**config.mk**
```make
export PLATFORM = sky130hd
export DESIGN_NAME = ria_core
export DESIGN_NICKNAME = d
export VERILOG_FILES = /design/src/hw/ria_pkg.sv /design/src/hw/ria_mask_match.sv /design/src/hw/ria_core.sv
export SDC_FILE = /design/constraint.sdc
export NUM_CORES = 1
export LEC_CHECK = 0
export BUFFER_PORTS_ARGS = -buffer_cell sky130_fd_sc_hd__buf_2
export CAP_MARGIN = 40
export CORE_ASPECT_RATIO = 1.4
export CORE_MARGIN = 2
export CORE_UTILIZATION = 52
export CTS_CLUSTER_SIZE = 40
export DETAILED_ROUTE_END_ITERATION = 8
export PLACE_DENSITY_LB_ADDON = 0.2
export SYNTH_ARGS = -nofsm -noshare
export SYNTH_HDL_FRONTEND = slang
export SYNTH_SLANG_ARGS = --single-unit
```
**constraint.sdc**
```tcl
create_clock -name sys_clk_i -period 4.5 [get_ports sys_clk_i]
set_clock_uncertainty 0.05 [all_clocks]
set_input_delay 0.675 -clock sys_clk_i [delete_from_list [all_inputs] [get_ports sys_clk_i]]
set_output_delay 0.675 -clock sys_clk_i [all_outputs]
set_load 0.005 [all_outputs]
```
**src/hw/ria_pkg.sv**
```systemverilog
// Constants, register map and state type for the inventory command interpreter
package ria_pkg;
   localparam int         APB_AW          = 8;
   // Register byte offsets
   localparam logic [7:0] OFF_CTRL        = 8'h00;
   localparam logic [7:0] OFF_SN_LO       = 8'h04;
   localparam logic [7:0] OFF_SN_HI       = 8'h08;
   localparam logic [7:0] OFF_INFO        = 8'h0C;
   localparam logic [7:0] OFF_STATUS      = 8'h10;
   localparam logic [31:0] CTRL_RST       = 32'h0000_0001;
   localparam logic [31:0] SN_RST         = 32'h0000_0000;
   localparam logic [31:0] INFO_RST       = 32'h0000_0000;
   localparam int         CTRL_EN_BIT     = 0;
   localparam int         CTRL_WAKE_BIT   = 1;
   // Request flag positions (bit 1 of the byte is index 0)
   localparam int         FLG_SUBC        = 0;
   localparam int         FLG_RATE        = 1;
   localparam int         FLG_INV         = 2;
   localparam int         FLG_FAMILY      = 4;
   localparam int         FLG_SLOTS       = 5;
   localparam int         FLG_SEL         = 4;
   localparam int         FLG_ADDR        = 5;
   // Commands and reply
   localparam logic [7:0] CMD_INVENTORY   = 8'h01;
   localparam logic [7:0] CMD_QUIET       = 8'h02;
   localparam logic [7:0] RESP_OK         = 8'h00;
   localparam logic [7:0] FAMILY_ANY      = 8'h00;
   localparam logic [7:0] MASK_MAX_SLOT   = 8'h3C;
   localparam logic [7:0] MASK_MAX_NOSLOT = 8'h40;
   localparam logic [3:0] SLOT_LAST       = 4'hF;
   localparam logic [4:0] QUIET_LEN       = 5'h0A;
   localparam logic [3:0] REPLY_LAST      = 4'h9;
   typedef enum logic [1:0] {RX_IDLE, RX_BODY, RX_EVAL, RX_SLOTS} ria_rx_t;
endpackage

```
**src/hw/ria_mask_match.sv**
```systemverilog
// Serial number comparison against the mask pattern, extended by the slot counter
`timescale 1ns/1ns
`default_nettype none
module ria_mask_match (
   input  wire logic [63:0] serial_i,
   input  wire logic [63:0] mask_i,
   input  wire logic [7:0]  mlen_i,
   input  wire logic [3:0]  slot_i,
   input  wire logic        use_slot_i,
   output logic             match_o
);
   logic [8:0]  len_tot;
   logic [63:0] ext;
   logic [63:0] miss;

   // Slot bits sit just above the top mask bit
   assign len_tot = {1'b0, mlen_i} + (use_slot_i ? 9'h004 : 9'h000);
   assign ext     = {60'h0, slot_i} << mlen_i;

   genvar g;
   generate
      for (g = 0; g < 64; g++) begin : g_bit
         logic pat;
         assign pat     = (9'(g) < {1'b0, mlen_i}) ? mask_i[g] : (ext[g] & use_slot_i);
         assign miss[g] = (9'(g) < len_tot) & (serial_i[g] ^ pat);
      end
   endgenerate

   assign match_o = ~|miss;
endmodule
`default_nettype wire

```
**src/hw/ria_core.sv**
```systemverilog
// Inventory and stay-quiet request interpreter with reply generation and APB registers
//
// Decided for this implementation: the APB slave port and the address map.
`timescale 1ns/1ns
`default_nettype none
module ria_core (
   input  wire logic                      sys_clk_i,
   input  wire logic                      sys_rst_i,
   input  wire logic                      psel_i,
   input  wire logic                      penable_i,
   input  wire logic                      pwrite_i,
   input  wire logic [ria_pkg::APB_AW-1:0] paddr_i,
   input  wire logic [31:0]               pwdata_i,
   output logic      [31:0]               prdata_o,
   output logic                           pready_o,
   output logic                           pslverr_o,
   input  wire logic                      rx_sof_i,
   input  wire logic                      rx_byte_valid_i,
   input  wire logic [7:0]                rx_byte_i,
   input  wire logic                      rx_eof_i,
   input  wire logic                      rx_crc_ok_i,
   input  wire logic                      tx_ready_i,
   output logic                           tx_valid_o,
   output logic      [7:0]                tx_byte_o,
   output logic                           tx_last_o,
   output logic                           tx_high_rate_o,
   output logic                           tx_two_subcarrier_o,
   output logic                           tag_quiet_o
);
   import ria_pkg::*;

   ria_rx_t     st_ff;
   ria_rx_t     nxt_st;
   logic [31:0] ctrl_ff;
   logic [31:0] sn_lo_ff;
   logic [31:0] sn_hi_ff;
   logic [31:0] info_ff;
   logic [31:0] prdata_ff;
   logic [7:0]  flags_ff;
   logic [7:0]  cmd_ff;
   logic [7:0]  fam_ff;
   logic [7:0]  mlen_ff;
   logic [63:0] mask_ff;
   logic [4:0]  bcnt_ff;
   logic        sn_miss_ff;
   logic        quiet_ff;
   logic        discard_ff;
   logic [3:0]  slot_ff;
   logic [3:0]  tx_idx_ff;
   logic        tx_valid_ff;
   logic [7:0]  tx_byte_ff;
   logic        tx_rate_ff;
   logic        tx_sub_ff;

   // Request decoding
   logic [63:0] serial;
   logic [7:0]  own_fam;
   logic        enable;
   logic        fam_on;
   logic        slot_used;
   logic        sof_in;
   logic        byte_in;
   logic        frame_end;
   logic [4:0]  mlen_pos;
   logic [4:0]  mask_k;
   logic [4:0]  mask_nb;
   logic [4:0]  inv_len;
   logic [7:0]  mlen_max;
   logic [2:0]  sn_sel;
   logic [7:0]  sn_byte;
   logic        inv_ok;
   logic        sq_ok;
   logic        fam_ok;
   logic        uid_match;
   logic        qualify;
   logic        slot_eof;
   logic        tx_take;
   logic [3:0]  tx_nxt_idx;

   assign serial    = {sn_hi_ff, sn_lo_ff};
   assign own_fam   = info_ff[15:8];
   assign enable    = ctrl_ff[CTRL_EN_BIT];
   assign fam_on    = flags_ff[FLG_FAMILY];
   assign slot_used = ~flags_ff[FLG_SLOTS];
   assign sof_in    = rx_sof_i & enable;
   assign byte_in   = (st_ff == RX_BODY) & rx_byte_valid_i & ~rx_sof_i;
   assign frame_end = (st_ff == RX_BODY) & rx_eof_i & ~rx_sof_i;

   // Field positions shift by one when the family byte is present
   assign mlen_pos  = 5'h02 + {4'h0, fam_on};
   assign mask_k    = bcnt_ff - mlen_pos - 5'h01;
   assign mask_nb   = 5'((9'(mlen_ff) + 9'h007) >> 3);
   assign inv_len   = mlen_pos + 5'h01 + mask_nb;
   assign mlen_max  = slot_used ? MASK_MAX_SLOT : MASK_MAX_NOSLOT;
   assign sn_sel    = 3'(bcnt_ff - 5'h02);
   assign sn_byte   = serial[{sn_sel, 3'h0} +: 8];

   // Any malformed or corrupted request leaves the tag silent
   assign inv_ok = frame_end & rx_crc_ok_i & ~quiet_ff
                 & (cmd_ff == CMD_INVENTORY) & flags_ff[FLG_INV]
                 & (mlen_ff <= mlen_max) & (bcnt_ff == inv_len);
   assign sq_ok  = frame_end & rx_crc_ok_i & (cmd_ff == CMD_QUIET)
                 & ~flags_ff[FLG_INV] & flags_ff[FLG_ADDR] & ~flags_ff[FLG_SEL]
                 & (bcnt_ff == QUIET_LEN) & ~sn_miss_ff;

   assign fam_ok = ~fam_on | (fam_ff == FAMILY_ANY)
                 | ((fam_ff[3:0] == 4'h0) ? (fam_ff[7:4] == own_fam[7:4])
                                          : (fam_ff == own_fam));

   ria_mask_match u_match (
      .serial_i   (serial),
      .mask_i     (mask_ff),
      .mlen_i     (mlen_ff),
      .slot_i     (slot_ff),
      .use_slot_i (slot_used),
      .match_o    (uid_match)
   );

   assign qualify    = (st_ff == RX_EVAL) & ~sof_in & fam_ok & uid_match;
   assign slot_eof   = (st_ff == RX_SLOTS) & rx_eof_i & ~sof_in;
   assign tx_take    = tx_valid_ff & tx_ready_i;
   assign tx_nxt_idx = tx_idx_ff + 4'h1;

   function automatic logic [7:0] reply_byte(input logic [3:0] idx,
                                             input logic [7:0] fmt,
                                             input logic [63:0] sn);
      logic [2:0] k;
      k = 3'(idx - 4'h2);
      if (idx == 4'h0) begin
         reply_byte = RESP_OK;
      end else if (idx == 4'h1) begin
         reply_byte = fmt;
      end else begin
         reply_byte = sn[{k, 3'h0} +: 8];
      end
   endfunction

   always_comb begin
      nxt_st = st_ff;
      case (st_ff)
         RX_IDLE: begin
            if (sof_in) nxt_st = RX_BODY;
         end
         RX_BODY: begin
            if (sof_in) begin
               nxt_st = RX_BODY;
            end else if (rx_eof_i) begin
               nxt_st = inv_ok ? RX_EVAL : RX_IDLE;
            end
         end
         RX_EVAL: begin
            if (sof_in) begin
               nxt_st = RX_BODY;
            end else begin
               nxt_st = slot_used ? RX_SLOTS : RX_IDLE;
            end
         end
         RX_SLOTS: begin
            if (sof_in) begin
               nxt_st = RX_BODY;
            end else if (rx_eof_i) begin
               nxt_st = (slot_ff == SLOT_LAST) ? RX_IDLE : RX_EVAL;
            end
         end
         default: nxt_st = RX_IDLE;
      endcase
   end

   always_ff @(posedge sys_clk_i) begin
      if (sys_rst_i) st_ff <= RX_IDLE;
      else st_ff <= nxt_st;
   end

   // Field capture; each byte lands by its position in the frame
   always_ff @(posedge sys_clk_i) begin
      if (sys_rst_i || sof_in) begin
         bcnt_ff    <= 5'h00;
         flags_ff   <= 8'h00;
         cmd_ff     <= 8'h00;
         fam_ff     <= 8'h00;
         mlen_ff    <= 8'h00;
         mask_ff    <= 64'h0;
         sn_miss_ff <= 1'b0;
      end else if (byte_in) begin
         if (bcnt_ff != 5'h1F) bcnt_ff <= bcnt_ff + 5'h01;
         if (bcnt_ff == 5'h00) flags_ff <= rx_byte_i;
         if (bcnt_ff == 5'h01) cmd_ff <= rx_byte_i;
         if (bcnt_ff == 5'h02 && fam_on) fam_ff <= rx_byte_i;
         if (bcnt_ff == mlen_pos) mlen_ff <= rx_byte_i;
         // Lowest mask byte arrives first
         if (bcnt_ff > mlen_pos && mask_k < 5'h08) begin
            mask_ff[{mask_k[2:0], 3'h0} +: 8] <= rx_byte_i;
         end
         if (bcnt_ff >= 5'h02 && bcnt_ff < QUIET_LEN && sn_byte != rx_byte_i) begin
            sn_miss_ff <= 1'b1;
         end
      end
   end

   always_ff @(posedge sys_clk_i) begin
      if (sys_rst_i) begin
         slot_ff <= 4'h0;
      end else if (inv_ok) begin
         slot_ff <= 4'h0;
      end else if (slot_eof && slot_ff != SLOT_LAST) begin
         slot_ff <= slot_ff + 4'h1;
      end
   end

   // Entering quiet wins over a software wake in the same cycle
   always_ff @(posedge sys_clk_i) begin
      if (sys_rst_i) begin
         quiet_ff   <= 1'b0;
         discard_ff <= 1'b0;
      end else begin
         if (sq_ok) begin
            quiet_ff <= 1'b1;
         end else if (psel_i && penable_i && pwrite_i && paddr_i == OFF_CTRL
                      && pwdata_i[CTRL_WAKE_BIT]) begin
            quiet_ff <= 1'b0;
         end
         if (frame_end) discard_ff <= ~(inv_ok | sq_ok);
      end
   end

   // Reply path: with the CTRL enable bit set, a new frame cuts any reply still going out
   always_ff @(posedge sys_clk_i) begin
      if (sys_rst_i || sof_in) begin
         tx_valid_ff <= 1'b0;
         tx_idx_ff   <= 4'h0;
         tx_byte_ff  <= 8'h00;
         tx_rate_ff  <= 1'b0;
         tx_sub_ff   <= 1'b0;
      end else if (qualify) begin
         tx_valid_ff <= 1'b1;
         tx_idx_ff   <= 4'h0;
         tx_byte_ff  <= RESP_OK;
         tx_rate_ff  <= flags_ff[FLG_RATE];
         tx_sub_ff   <= flags_ff[FLG_SUBC];
      end else if (tx_take) begin
         tx_valid_ff <= (tx_idx_ff != REPLY_LAST);
         tx_idx_ff   <= tx_nxt_idx;
         tx_byte_ff  <= reply_byte(tx_nxt_idx, info_ff[7:0], serial);
      end
   end

   assign tx_valid_o          = tx_valid_ff;
   assign tx_byte_o           = tx_byte_ff;
   assign tx_last_o           = tx_valid_ff & (tx_idx_ff == REPLY_LAST);
   assign tx_high_rate_o      = tx_rate_ff;
   assign tx_two_subcarrier_o = tx_sub_ff;
   assign tag_quiet_o         = quiet_ff;

   // APB slave: zero wait states, read data latched in the setup cycle
   logic        apb_setup;
   logic        apb_wr;
   logic        apb_hit;
   logic [31:0] rd_mux;
   logic [31:0] status;

   assign apb_setup = psel_i & ~penable_i;
   assign apb_wr    = psel_i & penable_i & pwrite_i;
   assign apb_hit   = (paddr_i == OFF_CTRL) | (paddr_i == OFF_SN_LO)
                    | (paddr_i == OFF_SN_HI) | (paddr_i == OFF_INFO)
                    | (paddr_i == OFF_STATUS);
   assign status    = {23'h0, discard_ff, slot_ff, 2'h0,
                       (st_ff == RX_EVAL) | (st_ff == RX_SLOTS), quiet_ff};
   assign rd_mux    = (paddr_i == OFF_CTRL)   ? {31'h0, ctrl_ff[CTRL_EN_BIT]} :
                      (paddr_i == OFF_SN_LO)  ? sn_lo_ff :
                      (paddr_i == OFF_SN_HI)  ? sn_hi_ff :
                      (paddr_i == OFF_INFO)   ? {16'h0, info_ff[15:0]} :
                      (paddr_i == OFF_STATUS) ? status : 32'h0;

   always_ff @(posedge sys_clk_i) begin
      if (sys_rst_i) begin
         ctrl_ff   <= CTRL_RST;
         sn_lo_ff  <= SN_RST;
         sn_hi_ff  <= SN_RST;
         info_ff   <= INFO_RST;
         prdata_ff <= 32'h0;
      end else begin
         if (apb_setup) prdata_ff <= rd_mux;
         if (apb_wr && paddr_i == OFF_CTRL) ctrl_ff <= {31'h0, pwdata_i[CTRL_EN_BIT]};
         if (apb_wr && paddr_i == OFF_SN_LO) sn_lo_ff <= pwdata_i;
         if (apb_wr && paddr_i == OFF_SN_HI) sn_hi_ff <= pwdata_i;
         if (apb_wr && paddr_i == OFF_INFO) info_ff <= {16'h0, pwdata_i[15:0]};
      end
   end

   assign prdata_o  = prdata_ff;
   assign pready_o  = 1'b1;
   assign pslverr_o = psel_i & penable_i & ~apb_hit;
endmodule
`default_nettype wire

```
# Word-level counts from Yosys, hierarchy flattened
# Cells that the tools add are included.
[word_totals] register_bits=236 word_cells=559 output_inout_bits=47 in_bits=58
[classes] addsub=13 reduce_logical=34 eq_ne=26 shifts=5 muxes=89 magnitude_cmp=133 n_bitwise=238
[op_table] op="6-bit by 9-bit < comparator with 1-bit output, first input constant" n=32
[op_table] op="6-bit by 8-bit < comparator with 1-bit output, first input constant" n=32
[op_table] op="1-bit bitwise AND" n=156
[op_table] op="5-bit by 9-bit < comparator with 1-bit output, first input constant" n=16
[op_table] op="5-bit by 8-bit < comparator with 1-bit output, first input constant" n=16
[op_table] op="64-bit by 7-bit variable part select with 8-bit output" n=2
[op_table] op="32-bit 2-to-1 mux" n=3
[op_table] op="4-bit by 9-bit < comparator with 1-bit output, first input constant" n=8
[op_table] op="1-bit 2-to-1 mux" n=69
[op_table] op="64-bit bitwise mux" n=1
[op_table] op="4-bit by 8-bit < comparator with 1-bit output, first input constant" n=8
[op_table] op="64-bit OR reduction" n=1
[op_table] op="8-bit by 8-bit variable shift with 64-bit output, first input constant" n=1
[op_table] op="8-bit by 8-bit variable part select with 64-bit output" n=1
[op_table] op="4-bit by 8-bit << shifter with 64-bit output" n=1
[op_table] op="1-bit bitwise XOR" n=64
[op_table] op="3-bit by 9-bit < comparator with 1-bit output, first input constant" n=4
[op_table] op="3-bit by 8-bit < comparator with 1-bit output, first input constant" n=4
[op_table] op="1-bit by 9-bit < comparator with 1-bit output, first input constant" n=2
[op_table] op="2-bit by 9-bit < comparator with 1-bit output, first input constant" n=2
[op_table] op="2-bit 2-to-1 mux" n=9
[op_table] op="8-bit by 4-bit == test with 1-bit output, second input constant" n=2
[op_table] op="8-bit logical NOT" n=2
[op_table] op="1-bit by 8-bit < comparator with 1-bit output, first input constant" n=2
[op_table] op="other kinds (54)" n=100

# Depth between registers and ports, before layout
[depth] ltp_word=13 depth_mapped=16 depth_no_buf=13

# Cells and area by module
# Synthesis repeated with hierarchy kept, for this count alone.
[unflattened] cells_unflattened=1810 hier_area_um2=15072.0
[by_module_without_submodules] module="ria_core" seq_area_each_um2=4704.5 instances=1 cells_per_inst=1266 area_each_um2=11546.1
[by_module_without_submodules] module="ria_mask_match" seq_area_each_um2=0.0 instances=1 cells_per_inst=544 area_each_um2=3525.9

# Worst setup path before layout
# No wires, ideal clock.
[synth_path] path_kind="flip-flop to flip-flop" from="reg flags_ff[5]" to="reg tx_idx_ff[0]" stages_incl_launch_ff=17 t_required_ns=4.335 t_arrival_ns=3.628 synth_period_minus_slack_ns=3.793 setup_slack_ns=0.707 setup_ns=0.115 path_cell_list="dfxtp_1 -> clkbuf_1 -> inv_1 -> ha_1 -> ha_1 -> clkbuf_1 -> a311oi_2 -> a41o_1 -> nand2_1 -> a31oi_1 -> o22ai_1 -> or4_1 -> nor4b_2 -> and4_1 -> a21o_4 -> buf_6 -> nor2_1"
[synth_via] elab_chain_cells=9 elab_cells_between_ends=327 classes_between="add/sub (1); order compare (64); mux (65); bitwise (194); reduce/logical (3)"
[synth_lines] element="start, declared" line_no="ria_core.sv:39" text="logic [7:0] flags_ff;"
[synth_lines] element="start signal, assigned" line_no="ria_core.sv:186" text="if (bcnt_ff == 5'h00) flags_ff <= rx_byte_i;"
[synth_lines] element="parallel branches: the longest is 5 deep, another holds 8-bit by 9-bit adder with 9-bit output"
[synth_lines] element="64-bit OR reduction *" line_no="ria_mask_match.sv:29" text="assign match_o = ~|miss;"
[synth_lines] element="1-bit logical NOT *" line_no="ria_mask_match.sv:29"
[synth_lines] element="1-bit bitwise AND *" line_no="ria_core.sv:119" text="assign qualify = (st_ff == RX_EVAL) & ~sof_in & fam_ok & uid_match;"
[synth_lines] element="2-bit OR reduction (no line) *"
[synth_lines] element="end signal, assigned" line_no="ria_core.sv:242" text="tx_idx_ff <= tx_nxt_idx;"
[synth_lines] element="end, declared" line_no="ria_core.sv:49" text="logic [3:0] tx_idx_ff;"
# Mark *: on every way between the ends.
# A chain may end at the register's enable or synchronous reset.

# Final worst setup path
[layout_path] from="reg mlen_ff[3]" to="reg tx_sub_ff, in the netlist tx_two_subcarrier_o"
[layout_via] elab_chain_cells=8 elab_cells_between_ends=389 classes_between="add/sub (1); order compare (128); shift (1); mux (64); bitwise (193); reduce/logical (2)"
[layout_lines] element="start, declared" line_no="ria_core.sv:42" text="logic [7:0] mlen_ff;"
[layout_lines] element="start signal, assigned" line_no="ria_core.sv:189" text="if (bcnt_ff == mlen_pos) mlen_ff <= rx_byte_i;"
[layout_lines] element="parallel branches: the longest is 5 deep, another holds 8-bit by 9-bit adder with 9-bit output"
[layout_lines] element="64-bit OR reduction *" line_no="ria_mask_match.sv:29"
[layout_lines] element="1-bit logical NOT *" line_no="ria_mask_match.sv:29"
[layout_lines] element="1-bit bitwise AND *" line_no="ria_core.sv:119"
[layout_lines] element="end signal, assigned" line_no="ria_core.sv:239" text="tx_sub_ff <= flags_ff[FLG_SUBC];"
[layout_lines] element="end, declared" line_no="ria_core.sv:53" text="logic tx_sub_ff;"
# Marked as above.

==> results.cfg <==
[floorplanning]
design.core.area_mm2 = 0.0282
ios = 105
rows = 73
die_area_mm2 = 0.0299
initial_utilization_pct = 52.5
die_h_um = 204
die_x_um = 147

[route]
num_vias = 15200
ant_nets = 0
drtIter0Drc = 1415
dr.pass1.iters = 6
drc = 0
post_drt_via_cell_ratio = 6.58
routed_wl_mm = 63.5
wire_per_inst_um = 27.5

[critical_path]
rr_startpoint = mlen_ff[3]
path_class = flop to flop
cp_max_fo = 28
required_ns = 4.87
crit_path_end = tx_two_subcarrier_o
r2r-end = tx_two_subcarrier_o
rrSetupSlack_ns = 0.38
r2r_cells = 11
arrival_ns = 4.48
cp-end-kind = flop
crit_path_start_kind = flop
critPathLaunch = mlen_ff[3]

[placed_design]
place_congestion = 1.08
dpl_cell_area_mm2 = 0.0158
pre_cts_slack_ns = 0.554
io_buffers = 103
dp.final_hpwl_mm = 47.8
dp.cells = 2267

[clock_tree]
cts_hold_buf = 0
cts_tree = built
ctsRootBufferMaster = clkbuf_16
clk_latency_ns = 0.57
cts_buffer_depth = 3
post-cts-setup-buffers = 0
cts_htree_levels = 1
ctsResizeCount = 0
cts_made_buffers = 24
cts.reportedPaths.clkPinSlew_ns = 0.07
cts_sinks = 235

[synthesis]
ys_async_sr_fraction_pct = 0
synthesis.area_mm2 = 0.0148
synth_top_area_share_pct = 31.7
ys_ff_latch = 235
syn_inst = 1857
syn_area_per_cell_um2 = 7.99
synth_cell_types = 86
synth_ff_type = dfxtp_1
post-synth-top-area-cell = dfxtp_1
synth-edff-count = 0
yosysWarnings = 0
yosysSeqAreaShare_pct = 31.7
synth_area_leaders = dfxtp_1 32%, mux2i_1 7.5%, nand2_1 6.4%
synth_nets = 1942

[timing]
final_hold_viol_count = 0
holdWs_ns = 0.307
slew_headroom_pct = 45.3
setup_ws_ns = 0.384
tightest_slew_ns = 0.820
min_period_over_period_pct = 91.5
finalSetupViolations = 0
final_max_slew_viol_count = 0
fin_crit_ns = 4.12
max_freq_mhz = 243
fin_tns_setup_ns = 0
rsz0062_at_grt = no

[grt]
grt_max_degree = 83
antenna_found_initial = 0
overflow = 0
grt.total_usage_pct = 41.5
grt_pass1_wl_mm = 93.3
grt_pass1_vias = 14500

[min_path]
worstHoldPathType = primary input to flop

[pwr]
total_power_mw = 4.34
powerDensity_mw_per_mm2 = 261
peakVddDrop_mv = 0.293
p_leak_nw = 6.10

[final_layout]
drive_gt1_share_pct = 15.0
nNetsFinal = 2003
fin_util_pct = 59.0
antennaDiodeCount = 0
syn_to_final_growth_pct = 12.2
fill_cells = 2582
final_cells = 2310
final_area_mm2 = 0.0166

[job]
drv_cap = 0

[run_status]
status = finished, final reports clean
kinds of logic after synthesis:
group | Yosys count | synth area share, %
DFF | 235 | 31.7
muxes | 153 | 12.7
adders and majority gates | 27 | 2.28
and+or+nand+nor | 702 | 22.0
other | 1 | 0.0253
AOI/OAI and AO/OA | 466 | 20.3
buffers and inverters | 167 | 4.74
xor gates and xnor gates | 106 | 6.26
worst max-delay path: stages (launching register included):
cell and delay, ns:
dfxtp_1 0.53, buf_4 0.35, or4_1 0.60, a2111oi_0 0.47, a22oi_1 0.18, xnor2_1 0.23, a22oi_1 0.19, o211ai_1 0.12
or4_1 0.47, or4_1 0.48, o21ai_0 0.21, a21oi_1 0.08
layout make-up:
type	instances	area (um2)	share of cell area, %
Timing Repair Buffer	180	1150	6.92
Clock inverter	13	154	0.925
Multi-Input combinational cell	1455	9440	56.7
Tap cell	375	469	2.82
Sequential cell	235	4700	28.3
Clock buffer	30	643	3.86
Inverter	22	82.6	0.496
layer usage:
layer | vias to the layer above | global-route usage (%) | part of all wire [%] | wire [um]
met5 | - | 0 | 0 | 0
met4 | 0 | 31.4 | 9.3 | 5880
met3 | 249 | 4.78 | 7.6 | 4840
met2 | 896 | 69.2 | 47 | 29500
met1 | 7258 | 49.1 | 37 | 23200
li1 | 6789 | - | - | -
layout by cell type, fill, tap and decap left out, types with 7 or more instances in the layout:
cell type,count
a22o_1,8
nor3b_1,12
dfxtp_1,235
a32oi_1,28
nand2_1,251
nand3_1,39
nand4_1,11
o21a_1,7
mux4_2,26
or2_2,9
buf_2,102
nor2_1,230
or3_1,10
nor3_1,24
nor2b_1,12
buf_4,73
a211oi_1,16
ha_1,27
xnor2_1,70
a22oi_1,44
mux2i_1,111
a21oi_1,179
mux2_2,14
nor4_1,19
o211ai_1,10
and2_1,17
a221oi_1,15
and3_1,9
nand2b_1,17
xor2_1,36
inv_1,20
clkbuf_16,24
a21boi_0,8
o21ai_0,76
or4_1,10
o22ai_1,10
flip-flops by register name (all words and copies together), names as in the netlist:
signal and count:
sn_lo_ff 32, tx_valid_o 1, info_ff 16, fam_ff 8, tx_high_rate_o 1, st_ff 2
flags_ff 5, tx_idx_ff 4, slot_ff 4, tx_byte_o 8, sn_hi_ff 32, ctrl_ff 1
bcnt_ff 5, prdata_o 32, mask_ff 64, discard_ff 1, tag_quiet_o 1, sn_miss_ff 1
cmd_ff 8, mlen_ff 8, tx_two_subcarrier_o 1
synth_stat cells, types with 6 or more instances:
| cell | number |
|---|---|
| nand2_1 | 251 |
| dfxtp_1 | 235 |
| nor2_1 | 230 |
| a21oi_1 | 179 |
| mux2i_1 | 111 |
| clkbuf_1 | 106 |
| o21ai_0 | 76 |
| xnor2_1 | 70 |
| a22oi_1 | 44 |
| nand3_1 | 39 |
| xor2_1 | 36 |
| a32oi_1 | 28 |
| ha_1 | 27 |
| mux4_2 | 26 |
| nor3_1 | 25 |
| buf_2 | 22 |
| inv_1 | 20 |
| nor4_1 | 20 |
| nand2b_1 | 18 |
| and2_1 | 17 |
| a211oi_1 | 16 |
| a221oi_1 | 15 |
| mux2_2 | 14 |
| nor2b_1 | 12 |
| nor3b_1 | 12 |
| nand4_1 | 11 |
| o211ai_1 | 10 |
| o22ai_1 | 10 |
| or3_1 | 10 |
| or4_1 | 10 |
| and3_1 | 9 |
| or2_2 | 9 |
| a21boi_0 | 8 |
| a22o_1 | 8 |
| buf_1 | 8 |
| o21a_1 | 7 |
| a31oi_1 | 6 |
where the power goes:
group,internal [mW],switching [mW]
clock,1.14,0.924
sequential,2.08,0.00544
combinational,0.0538,0.128
worst min path at each step:
stage | start | end | slack [ns] | depth (start not counted)
3_5_place_dp | cmd_ff[7] | cmd_ff[7] | 0.40 | 2
6_report | pwdata_i[19] | sn_hi_ff[19] | 0.31 | 3
4_1_cts | pwdata_i[19] | sn_hi_ff[19] | 0.30 | 3
3_3_place_gp | cmd_ff[5] | cmd_ff[5] | 0.39 | 2
5_1_grt | pwdata_i[19] | sn_lo_ff[19] | 0.32 | 3
2_1_floorplan | cmd_ff[4] | cmd_ff[4] | 0.38 | 2
Note: power is estimated with default switching activity, not from simulation.
